===== src/rtl/csd_pkg.sv =====
/*
 * Package for the chained serial converter master: register word addresses,
 * field positions, reset values and the engine state encoding.
 * Assumes a 16-bit word-addressed slow-control bus and a 100 MHz mclk.
 */
package csd_pkg;

	// ------------------------------------------------------------------
	// Register word addresses
	// ------------------------------------------------------------------
	localparam logic [15:0] ADDR_SLOT_BASE = 16'hd400; // Sixteen command slots.
	localparam logic [15:0] ADDR_MASK      = 16'hd410; // Chain select mask.
	localparam logic [15:0] ADDR_CTRL      = 16'hd411; // Transfer control.
	localparam logic [15:0] ADDR_RB        = 16'hd412; // Received word.
	localparam logic [15:0] ADDR_LOCK      = 16'hd413; // Exclusive lock.
	localparam logic [15:0] ADDR_CLR       = 16'hd414; // Clear output.
	localparam logic [15:0] ADDR_INV       = 16'hd418; // Output polarity.
	localparam logic [15:0] ADDR_WL        = 16'hd419; // Bits per word.
	localparam logic [15:0] ADDR_HALF      = 16'hd41a; // Clock half period.

	// ------------------------------------------------------------------
	// Field positions and sizes
	// ------------------------------------------------------------------
	localparam int          SLOT_COUNT  = 16;       // Number of command slots.
	localparam int          CHAINS      = 16;       // Chip select outputs.
	localparam int          SINGLE_BIT  = 7;        // Multi-write single device.
	localparam int          RBLOCK_BIT  = 16;       // Lock until read-back read.
	localparam int          SECURE_BIT  = 17;       // Secure access flag.
	localparam int          BUSY_BIT    = 31;       // Busy shown on control read.
	localparam logic [4:0]  LEN_MAX     = 5'h10;    // Longest transfer in words.
	localparam logic [5:0]  WL_MAX      = 6'h20;    // Widest serial word.

	// ------------------------------------------------------------------
	// Reset values
	// ------------------------------------------------------------------
	localparam logic [5:0]  WL_RESET    = 6'h20;    // 32 bits per word.
	localparam logic [7:0]  HALF_RESET  = 8'h07;    // 7 mclk per half period.

	// ------------------------------------------------------------------
	// Engine states, one-hot
	// ------------------------------------------------------------------
	typedef enum logic [6:0] {
		ST_IDLE  = 7'h01,
		ST_FETCH = 7'h02,
		ST_LOAD  = 7'h04,
		ST_LOW   = 7'h08,
		ST_HIGH  = 7'h10,
		ST_GAP   = 7'h20,
		ST_END   = 7'h40
	} csd_state_e;

endpackage


===== src/rtl/csd_sync.sv =====
/*
 * Two flip-flop synchroniser for one level from outside the mclk domain.
 * Assumes the level is slow compared with mclk.
 */
`timescale 1ns/1ps
module csd_sync (
	// Clock and reset.
	input  wire logic mclk,
	input  wire logic rst_b,
	// Asynchronous level in, synchronised level out.
	input  wire logic din,
	output logic      dout
);

	// ------------------------------------------------------------------
	// Synchroniser chain
	// ------------------------------------------------------------------
	logic meta_q; // First stage, read only by the second stage.
	logic sync_q; // Second stage, safe to use.

	// Both stages clear on reset so the output is defined at once.
	always_ff @(posedge mclk) begin
		if (!rst_b) begin
			meta_q <= 1'b0;
			sync_q <= 1'b0;
		end else begin
			meta_q <= din;
			sync_q <= meta_q;
		end
	end

	assign dout = sync_q;

endmodule


===== src/rtl/csd_slot_mem.sv =====
/*
 * Sixteen-word command slot memory with one write port and one
 * registered read port.
 * Assumes the caller arbitrates the read address between bus and engine.
 */
`timescale 1ns/1ps
module csd_slot_mem (
	// Clock and reset.
	input  wire logic        mclk,
	input  wire logic        rst_b,
	// Write port.
	input  wire logic        we,
	input  wire logic [3:0]  waddr,
	input  wire logic [31:0] wdata,
	// Registered read port.
	input  wire logic [3:0]  raddr,
	output logic      [31:0] rdata
);

	// ------------------------------------------------------------------
	// Storage
	// ------------------------------------------------------------------
	logic [31:0] mem_q [csd_pkg::SLOT_COUNT]; // Slot contents, no reset.
	logic [31:0] rd_q;                        // Read data register.

	// The array holds no reset so it can map onto distributed RAM.
	always_ff @(posedge mclk) begin
		if (we) begin
			mem_q[waddr] <= wdata;
		end
	end

	// Read data lags the address by one clock.
	always_ff @(posedge mclk) begin
		if (!rst_b) begin
			rd_q <= 32'h0;
		end else begin
			rd_q <= mem_q[raddr];
		end
	end

	assign rdata = rd_q;

endmodule


===== src/rtl/csd_spi_master.sv =====
/*
 * Chained serial converter master: register file on the slow-control
 * bus, command slot memory, and a shift engine driving clock, data,
 * chain selects and a clear line, with read-back capture and locks.
 * Assumes one-cycle read and write strobes on the bus and mclk at 100 MHz.
 */
`timescale 1ns/1ps
module csd_spi_master (
	// System clock and synchronous reset.
	input  wire logic        mclk,
	input  wire logic        rst_b,
	// Slow-control register port.
	input  wire logic [15:0] bus_addr,
	input  wire logic [31:0] bus_wdata,
	input  wire logic        bus_read,
	input  wire logic        bus_write,
	output logic      [31:0] bus_rdata,
	output logic             bus_ack,
	output logic             bus_nack,
	output logic             bus_unknown,
	// Serial chain pins.
	output logic             spi_sck,
	output logic             spi_sdo,
	output logic      [15:0] spi_cs,
	output logic             spi_clr,
	input  wire logic        spi_sdi
);

	// ------------------------------------------------------------------
	// Address decode and access qualification
	// ------------------------------------------------------------------
	logic hit_slot, hit_mask, hit_ctrl, hit_rb, hit_lock;
	logic hit_clr, hit_inv, hit_wl, hit_half, hit_any;
	logic busy;       // Engine is not idle.
	logic wr_refused; // Write answered with no-more-data.
	logic sec_drop;   // Control write silently dropped by the lock.
	logic wr_ok;      // Write that takes effect.
	logic go;         // Transfer start.
	logic [31:0] mem_rd;
	logic        sdi_s;

	assign hit_slot = bus_addr[15:4] == csd_pkg::ADDR_SLOT_BASE[15:4];
	assign hit_mask = bus_addr == csd_pkg::ADDR_MASK;
	assign hit_ctrl = bus_addr == csd_pkg::ADDR_CTRL;
	assign hit_rb   = bus_addr == csd_pkg::ADDR_RB;
	assign hit_lock = bus_addr == csd_pkg::ADDR_LOCK;
	assign hit_clr  = bus_addr == csd_pkg::ADDR_CLR;
	assign hit_inv  = bus_addr == csd_pkg::ADDR_INV;
	assign hit_wl   = bus_addr == csd_pkg::ADDR_WL;
	assign hit_half = bus_addr == csd_pkg::ADDR_HALF;
	assign hit_any  = hit_slot | hit_mask | hit_ctrl | hit_rb | hit_lock |
	                  hit_clr | hit_inv | hit_wl | hit_half;

	// ------------------------------------------------------------------
	// Configuration registers
	// ------------------------------------------------------------------
	logic [15:0] mask_q, mask_d;     // Chain select mask.
	logic [4:0]  len_q, len_d;       // Words in the transfer.
	logic        single_q, single_d; // Separate commands per word.
	logic        rblk_q, rblk_d;     // Read-back lock.
	logic        excl_q, excl_d;     // Exclusive lock.
	logic        clr_q, clr_d;       // Clear output level.
	logic        inv_q, inv_d;       // Output inversion.
	logic [5:0]  wl_q, wl_d;         // Bits per word.
	logic [7:0]  half_q, half_d;     // Half period in mclk.
	logic [31:0] rx_q, rx_d;         // Received serial bits.
	logic [31:0] rx_mask;            // Bits valid at this word length.

	// Busy blocks every write; a read-back lock also blocks new starts.
	assign wr_refused = bus_write & hit_any &
	                    (busy | (hit_ctrl & rblk_q));
	// Under the exclusive lock, unflagged control writes vanish.
	assign sec_drop = bus_write & hit_ctrl & ~wr_refused & excl_q &
	                  ~bus_wdata[csd_pkg::SECURE_BIT];
	assign wr_ok = bus_write & hit_any & ~wr_refused & ~sec_drop & ~hit_rb;
	// A zero length starts nothing, so busy never flickers.
	assign go = wr_ok & hit_ctrl & (bus_wdata[4:0] != 5'h00);

	// Upper bits beyond the word length are masked on read-back.
	assign rx_mask = (wl_q == csd_pkg::WL_MAX) ? 32'hffffffff :
	                 ((32'h1 << wl_q) - 32'h1);

	// Register writes and the read-back lock.
	always_comb begin
		mask_d   = mask_q;
		len_d    = len_q;
		single_d = single_q;
		rblk_d   = rblk_q;
		excl_d   = excl_q;
		clr_d    = clr_q;
		inv_d    = inv_q;
		wl_d     = wl_q;
		half_d   = half_q;
		if (bus_read && hit_rb) begin
			rblk_d = 1'b0; // Reading the result releases the lock.
		end
		if (wr_ok) begin
			if (hit_mask) begin
				mask_d = bus_wdata[15:0];
			end
			if (hit_ctrl) begin
				// Lengths above sixteen are clamped to the slot count.
				len_d    = (bus_wdata[4:0] > csd_pkg::LEN_MAX) ?
				           csd_pkg::LEN_MAX : bus_wdata[4:0];
				single_d = bus_wdata[csd_pkg::SINGLE_BIT];
				if (bus_wdata[csd_pkg::RBLOCK_BIT]) begin
					rblk_d = 1'b1; // Set wins over a same-cycle read.
				end
			end
			if (hit_lock) begin
				excl_d = bus_wdata[csd_pkg::SECURE_BIT];
			end
			if (hit_clr) begin
				clr_d = bus_wdata[0];
			end
			if (hit_inv) begin
				inv_d = bus_wdata[0];
			end
			// Out-of-range word lengths are ignored.
			if (hit_wl && bus_wdata[5:0] != 6'h00 &&
			    bus_wdata[5:0] <= csd_pkg::WL_MAX) begin
				wl_d = bus_wdata[5:0];
			end
			if (hit_half) begin
				half_d = bus_wdata[7:0];
			end
		end
	end

	// Configuration flip-flops.
	always_ff @(posedge mclk) begin
		if (!rst_b) begin
			mask_q   <= 16'h0000;
			len_q    <= 5'h00;
			single_q <= 1'b0;
			rblk_q   <= 1'b0;
			excl_q   <= 1'b0;
			clr_q    <= 1'b0;
			inv_q    <= 1'b0;
			wl_q     <= csd_pkg::WL_RESET;
			half_q   <= csd_pkg::HALF_RESET;
		end else begin
			mask_q   <= mask_d;
			len_q    <= len_d;
			single_q <= single_d;
			rblk_q   <= rblk_d;
			excl_q   <= excl_d;
			clr_q    <= clr_d;
			inv_q    <= inv_d;
			wl_q     <= wl_d;
			half_q   <= half_d;
		end
	end

	// ------------------------------------------------------------------
	// Slot memory and input synchroniser
	// ------------------------------------------------------------------
	logic [3:0] idx_q, idx_d; // Slot being sent.

	// The engine owns the read port while busy; bus slot reads are refused.
	csd_slot_mem u_mem (
		.mclk  (mclk),
		.rst_b (rst_b),
		.we    (wr_ok & hit_slot),
		.waddr (bus_addr[3:0]),
		.wdata (bus_wdata),
		.raddr (busy ? idx_q : bus_addr[3:0]),
		.rdata (mem_rd)
	);

	csd_sync u_sdi_sync (
		.mclk  (mclk),
		.rst_b (rst_b),
		.din   (spi_sdi),
		.dout  (sdi_s)
	);

	// ------------------------------------------------------------------
	// Shift engine
	// ------------------------------------------------------------------
	csd_pkg::csd_state_e st_q, st_d;
	logic [7:0]  cnt_q, cnt_d;     // Half period countdown.
	logic [5:0]  bit_q, bit_d;     // Bits left in this word.
	logic [31:0] sh_q, sh_d;       // Outgoing word, MSB at bit 31.
	logic        sck_q, sck_d;     // Serial clock level.
	logic        cs_on_q, cs_on_d; // Chain selects asserted.

	assign busy = st_q != csd_pkg::ST_IDLE;

	// Next state of the engine.
	always_comb begin
		st_d    = st_q;
		cnt_d   = cnt_q;
		bit_d   = bit_q;
		idx_d   = idx_q;
		sh_d    = sh_q;
		sck_d   = sck_q;
		cs_on_d = cs_on_q;
		rx_d    = rx_q;
		case (st_q)
			csd_pkg::ST_IDLE: begin
				if (go) begin
					idx_d = 4'h0;
					st_d  = csd_pkg::ST_FETCH;
				end
			end
			csd_pkg::ST_FETCH: begin
				st_d = csd_pkg::ST_LOAD; // Memory read latency.
			end
			csd_pkg::ST_LOAD: begin
				// Left-justify so the first bit sent is bit wl-1.
				sh_d    = mem_rd << (csd_pkg::WL_MAX - wl_q);
				bit_d   = wl_q;
				cnt_d   = half_q;
				cs_on_d = 1'b1;
				st_d    = csd_pkg::ST_LOW;
			end
			csd_pkg::ST_LOW: begin
				if (cnt_q > 8'h01) begin
					cnt_d = cnt_q - 8'h01;
				end else begin
					sck_d = 1'b1;
					cnt_d = half_q;
					rx_d  = {rx_q[30:0], sdi_s};
					st_d  = csd_pkg::ST_HIGH;
				end
			end
			csd_pkg::ST_HIGH: begin
				if (cnt_q > 8'h01) begin
					cnt_d = cnt_q - 8'h01;
				end else begin
					sck_d = 1'b0;
					cnt_d = half_q;
					sh_d  = {sh_q[30:0], 1'b0};
					if (bit_q > 6'h01) begin
						bit_d = bit_q - 6'h01;
						st_d  = csd_pkg::ST_LOW;
					end else if ({1'b0, idx_q} == len_q - 5'h01) begin
						cs_on_d = 1'b0; // Released only after last bit.
						st_d    = csd_pkg::ST_END;
					end else begin
						idx_d = idx_q + 4'h1;
						if (single_q) begin
							cs_on_d = 1'b0; // Each command latches alone.
							st_d    = csd_pkg::ST_GAP;
						end else begin
							st_d = csd_pkg::ST_FETCH; // Selects stay on.
						end
					end
				end
			end
			csd_pkg::ST_GAP, csd_pkg::ST_END: begin
				// Selects stay idle a half period before the next step.
				if (cnt_q > 8'h01) begin
					cnt_d = cnt_q - 8'h01;
				end else if (st_q == csd_pkg::ST_GAP) begin
					st_d = csd_pkg::ST_FETCH;
				end else begin
					st_d = csd_pkg::ST_IDLE;
				end
			end
			default: begin
				st_d    = csd_pkg::ST_IDLE;
				sck_d   = 1'b0;
				cs_on_d = 1'b0;
			end
		endcase
	end

	// Engine flip-flops.
	always_ff @(posedge mclk) begin
		if (!rst_b) begin
			st_q    <= csd_pkg::ST_IDLE;
			cnt_q   <= 8'h00;
			bit_q   <= 6'h00;
			idx_q   <= 4'h0;
			sh_q    <= 32'h0;
			sck_q   <= 1'b0;
			cs_on_q <= 1'b0;
			rx_q    <= 32'h0;
		end else begin
			st_q    <= st_d;
			cnt_q   <= cnt_d;
			bit_q   <= bit_d;
			idx_q   <= idx_d;
			sh_q    <= sh_d;
			sck_q   <= sck_d;
			cs_on_q <= cs_on_d;
			rx_q    <= rx_d;
		end
	end

	// ------------------------------------------------------------------
	// Bus answer and pin outputs
	// ------------------------------------------------------------------
	logic        ack_d, nack_d, unk_d, msel_d, msel_q;
	logic [31:0] rv_d, rv_q;
	logic        o_sck_d, o_sdo_d, o_clr_d;
	logic [15:0] o_cs_d;

	// Answers one cycle after the strobe; slot reads come from the memory.
	always_comb begin
		unk_d  = (bus_read | bus_write) & ~hit_any;
		nack_d = wr_refused | (bus_read & hit_slot & busy);
		ack_d  = (bus_read | bus_write) & hit_any & ~nack_d;
		msel_d = bus_read & hit_slot & ~busy;
		rv_d   = 32'h0;
		if (bus_read) begin
			if (hit_mask) begin
				rv_d = {16'h0, mask_q};
			end else if (hit_ctrl) begin
				rv_d = {busy, 14'h0, rblk_q, 8'h0, single_q, 2'h0, len_q};
			end else if (hit_rb) begin
				rv_d = rx_q & rx_mask;
			end else if (hit_lock) begin
				rv_d = {14'h0, excl_q, 17'h0};
			end else if (hit_clr) begin
				rv_d = {31'h0, clr_q};
			end else if (hit_inv) begin
				rv_d = {31'h0, inv_q};
			end else if (hit_wl) begin
				rv_d = {26'h0, wl_q};
			end else if (hit_half) begin
				rv_d = {24'h0, half_q};
			end
		end
		// Every output pin passes through the polarity bit.
		o_sck_d = sck_q ^ inv_q;
		o_sdo_d = sh_q[31] ^ inv_q;
		o_cs_d  = (cs_on_q ? mask_q : 16'h0000) ^ {16{inv_q}};
		o_clr_d = clr_q ^ inv_q;
	end

	// Answer and pin flip-flops.
	always_ff @(posedge mclk) begin
		if (!rst_b) begin
			bus_ack     <= 1'b0;
			bus_nack    <= 1'b0;
			bus_unknown <= 1'b0;
			msel_q      <= 1'b0;
			rv_q        <= 32'h0;
			spi_sck     <= 1'b0;
			spi_sdo     <= 1'b0;
			spi_cs      <= 16'h0000;
			spi_clr     <= 1'b0;
		end else begin
			bus_ack     <= ack_d;
			bus_nack    <= nack_d;
			bus_unknown <= unk_d;
			msel_q      <= msel_d;
			rv_q        <= rv_d;
			spi_sck     <= o_sck_d;
			spi_sdo     <= o_sdo_d;
			spi_cs      <= o_cs_d;
			spi_clr     <= o_clr_d;
		end
	end

	assign bus_rdata = msel_q ? mem_rd : rv_q;
endmodule


===== config.mk =====
export PLATFORM = sky130hd
export DESIGN_NAME = csd_spi_master
export DESIGN_NICKNAME = d
export VERILOG_FILES = /design/src/rtl/csd_pkg.sv /design/src/rtl/csd_sync.sv /design/src/rtl/csd_slot_mem.sv /design/src/rtl/csd_spi_master.sv
export SDC_FILE = /design/constraint.sdc
export NUM_CORES = 1
export LEC_CHECK = 0
export CAP_MARGIN = 20
export CORE_MARGIN = 2
export CORE_UTILIZATION = 45
export DETAILED_ROUTE_END_ITERATION = 10
export DONT_BUFFER_PORTS = 1
export GPL_TIMING_DRIVEN = 0
export PLACE_DENSITY = 0.59
export SYNTH_ARGS = -nofsm -noshare
export SYNTH_HDL_FRONTEND = slang
export SYNTH_SLANG_ARGS = --single-unit

===== constraint.sdc =====
create_clock -name mclk -period 9.6 [get_ports mclk]
set_input_delay 1.44 -clock mclk [delete_from_list [all_inputs] [get_ports mclk]]
set_output_delay 1.44 -clock mclk [all_outputs]
set_load 0.01 [all_outputs]

==> metrics.log <==
INFO  metric globalRouteMet1Util = 42.12%
INFO  metric routed_wire_length_per_instance = 31.90 um
INFO  metric area_growth = 13.52%
INFO  metric final_common_cell = sky130_fd_sc_hd__edfxtp_1
INFO  metric global_route_wire_length_before_repair = 181.2 mm
INFO  metric worst_slew_margin_rel = 22.19%
INFO  metric rsz0062_at_grt = false
INFO  metric hold_start = u_sdi_sync.meta_q
INFO  metric layout_min_cycle_time = 5.303 ns
INFO  metric die-area = 0.07757 mm2
INFO  metric setup_viol = 0
INFO  metric synth_area = 0.03391 mm2
INFO  metric dp.cells = 3846
INFO  metric post-route-period-util = 55.24%
INFO  metric max-vdd-ir-drop = 0.1595 mV
INFO  metric synth_top_flop_cell = sky130_fd_sc_hd__edfxtp_1
INFO  metric share_of_flip_flops_with_an_asynchronous_set_or_reset_after_synthesis = 0%
INFO  metric layout_cells_sized_above_1 = 15.24%
INFO  metric floorplan.initialDensity = 45.47%
INFO  metric finalWeightedCongestion = 0.9832
INFO  metric finalNetCount = 3027
INFO  metric yosys.area_share.simple = 12.91%
INFO  metric post_synth_inst_count = 2835
INFO  metric crit_type = reg2reg
INFO  metric power_density = 189.3 mW/mm2
INFO  metric yosys_register_bits = 732
INFO  metric clock_tree.buffer_depth = 3
INFO  metric vias = 26260
INFO  metric detail_route.vias_per_cell = 6.572
INFO  metric timing.critical_path.from_type = flip-flop
INFO  metric grt_max_degree = 26
INFO  metric timing_max_transition_violations_final = 0
INFO  metric finalNonFillerCells = 3995
INFO  metric via_count_of_the_first_global_routing_pass = 25310
INFO  metric clock-skew-final = 0.04827 ns
INFO  metric remaining_design_rule_violation_count = 0
INFO  metric required = 10.09 ns
INFO  metric grtUsageMet3 = 5.700%
INFO  metric synth_cell_types = 95
INFO  metric worstSkewPairLatency = 0.64 ns
INFO  metric p_leak = 12.92 nW
INFO  metric muxShareOfSynthArea = 12.87%
INFO  metric synth-edff-count = 512
INFO  metric mostFrequentLayoutCells = 512 x sky130_fd_sc_hd__edfxtp_1, 467 x sky130_fd_sc_hd__nand2_1, 220 x sky130_fd_sc_hd__dfxtp_1
INFO  metric overflow_left_after_global_routing = 0
INFO  metric die_width = 278.5 um
INFO  metric achievable-frequency = 0.1886 GHz
INFO  metric drtPass1Iterations = 6
INFO  metric synth_top_family_by_area = simple AND/OR/NAND/NOR gates
INFO  metric numCtsBuffers = 80
INFO  metric crit_path_arrival_time = 5.79 ns
INFO  metric timing.rr.start = wl_q[0]
INFO  metric die_h = 278.5 um
INFO  metric endpoint_class_of_the_critical_path = flip-flop
INFO  metric tritoncts = yes
INFO  metric worst-path-max-fanout = 10
INFO  metric ant_nets = 0
INFO  metric use_met2 = 52.67%
INFO  metric nFillCells = 6524
INFO  metric detailedPlacementHpwl = 91.65 mm
INFO  metric initialDrtViolationCount = 3533
INFO  metric status = complete, no violations
INFO  metric critPathLaunch = wl_q[0]
INFO  metric cts_root_buffer = sky130_fd_sc_hd__clkbuf_16
INFO  metric total_nets_after_synthesis = 2901
INFO  metric cts_hold_buf = 0
INFO  metric totalWireLength = 127.5 mm
INFO  metric synth-seq-area-share = 58.33%
INFO  metric yosysWarningCount = 0
INFO  metric layer_with_the_highest_usage = met2
INFO  metric antenna_violations_before_repair = 7
INFO  metric finalPower = 7.288 mW
INFO  metric hold_wc_path_type = reg2reg
INFO  metric place_ws = 3.952 ns
INFO  metric synth-compound-area-share = 11.48%
INFO  metric fp.coreArea = 0.07457 mm2
INFO  metric final.setup.tns = 0 ns
INFO  metric worst_pin_slew = 1.167 ns
INFO  metric floorplan.io_pins = 107
INFO  metric finalHoldWorstSlack = 0.4425 ns
INFO  metric num_rows = 100
INFO  metric syn_avg_cell_area = 11.96 um2
INFO  metric postCtsSetupBuffers = 0
INFO  metric synth_fa_ha_area_share = 0.4797%
INFO  metric post-route-worst-setup-slack = 4.297 ns
INFO  metric ctsHtreeMaxLevel = 3
INFO  metric worst_setup_hold_path_clk_slew = 0.06 ns
INFO  metric drv.max_cap_violation_count = 0
INFO  metric grtUsageTotal = 32.46%
INFO  metric cts_repair_resized_insts = 0
INFO  metric port_buffers = 0
INFO  metric synth-xor-area-share = 1.029%
INFO  metric cts_sinks = 732
INFO  metric final_hold_viol_count = 0
cell usage after synthesis (14+ instances only):
cell                         n  area, um2
sky130_fd_sc_hd__inv_1      16      60.06
sky130_fd_sc_hd__buf_2      46      230.2
sky130_fd_sc_hd__xor2_1     27      236.5
sky130_fd_sc_hd__mux2i_1   112       1121
sky130_fd_sc_hd__mux4_2     87       1959
sky130_fd_sc_hd__dfxtp_1   220       4404
sky130_fd_sc_hd__o21ai_0    90      450.4
sky130_fd_sc_hd__nand2_1   467       1753
sky130_fd_sc_hd__nand4_1    19      118.9
sky130_fd_sc_hd__nor2_1    129      484.2
sky130_fd_sc_hd__mux2_2    113       1272
sky130_fd_sc_hd__o221ai_1   53      464.2
sky130_fd_sc_hd__a32o_1     35      350.3
sky130_fd_sc_hd__nand2b_1   14      87.58
sky130_fd_sc_hd__edfxtp_1  512      15370
sky130_fd_sc_hd__a221o_1    26      260.3
sky130_fd_sc_hd__nor3_1     34      170.2
sky130_fd_sc_hd__a31oi_1    44      275.3
sky130_fd_sc_hd__o22ai_1    17      106.4
sky130_fd_sc_hd__nand3_1   142      710.7
sky130_fd_sc_hd__buf_1      21      78.83
sky130_fd_sc_hd__a221oi_1   22      192.7
sky130_fd_sc_hd__clkbuf_1  153      574.3
sky130_fd_sc_hd__and3_1     18      112.6
sky130_fd_sc_hd__a21oi_1   137      685.7
sequential cells by signal, summed over array words and instances, names as in the netlist, 6 cells and up:
register,count
spi_cs,16
st_q,7
cnt_q,8
rx_q,32
wl_q,6
half_q,8
u_mem.rdata,32
rv_q,32
bit_q,6
u_mem.mem_q,512
sh_q,32
mask_q,16
per-layer routing:
metal  wire length [um]  share of wire (%)  vias up
met3              11080                8.7      360
met1              49220                 39    13220
met2              59760                 47     1555
met4               7375                5.8        2
met5                 13              0.010        -
li1                   -                  -    11120
through the flow:
stage,instance area [um2],utilization (%)
after floorplan,33910,-
after CTS,38470,51.59
after global placement,35120,47.10
after global routing,38490,51.62
after detailed placement,35800,48.01
final,38490,51.62
critical path: stages, from the launching register on:
cell and delay [ns]:
sky130_fd_sc_hd__dfxtp_1 0.36, sky130_fd_sc_hd__buf_2 0.32, sky130_fd_sc_hd__buf_2 0.36, sky130_fd_sc_hd__inv_1 0.26, sky130_fd_sc_hd__ha_1 0.37, sky130_fd_sc_hd__ha_1 0.25
sky130_fd_sc_hd__clkbuf_1 0.26, sky130_fd_sc_hd__nor2b_1 0.27, sky130_fd_sc_hd__nand2_1 0.18, sky130_fd_sc_hd__ha_1 0.19, sky130_fd_sc_hd__a21boi_1 0.66, sky130_fd_sc_hd__nand4_1 0.53
sky130_fd_sc_hd__and3_1 0.37, sky130_fd_sc_hd__o311ai_0 0.62, sky130_fd_sc_hd__a21oi_1 0.14
worst paths after layout:
kind / slack [ns] / cells after the start / endpoint
setup / recovery: 4.30 / 14 / rv_q[16]
hold / removal: 0.44 / 1 / u_sdi_sync.dout
setup reg to reg: 4.30 / 14 / rv_q[16]
hold reg to reg: 0.44 / 1 / u_sdi_sync.dout
report_power, final:
| group | switching, mW | leakage, nW | internal [mW] |
|---|---|---|---|
| sequential | 0.0775 | 6.38 | 3.40 |
| clock | 1.32 | 1.31 | 1.83 |
| combinational | 0.460 | 5.23 | 0.202 |
| total | 1.86 | 12.9 | 5.43 |
area by class of cell:
cell class | instances | area (um2) | share of cell area (%)
inverters | 18 | 67.56 | 0.1755
plain buffers | 224 | 917.1 | 2.383
clock inverters | 39 | 412.9 | 1.073
well taps | 969 | 1212 | 3.150
clock buffers | 107 | 2261 | 5.874
diodes | 1 | 2.502 | 0.006501
multi-input cells | 1861 | 13250 | 34.43
repair buffers | 44 | 588.1 | 1.528
flip-flops and latches | 732 | 19780 | 51.38
logic make-up after synthesis:
| family | count (synthesis) |
|---|---|
| flops | 732 |
| xor+xnor | 39 |
| mux | 313 |
| compound gates | 555 |
| simple gates | 941 |
| buf+inv | 242 |
| fa+ha+maj | 13 |
Note: power is estimated with default switching activity, not from simulation.
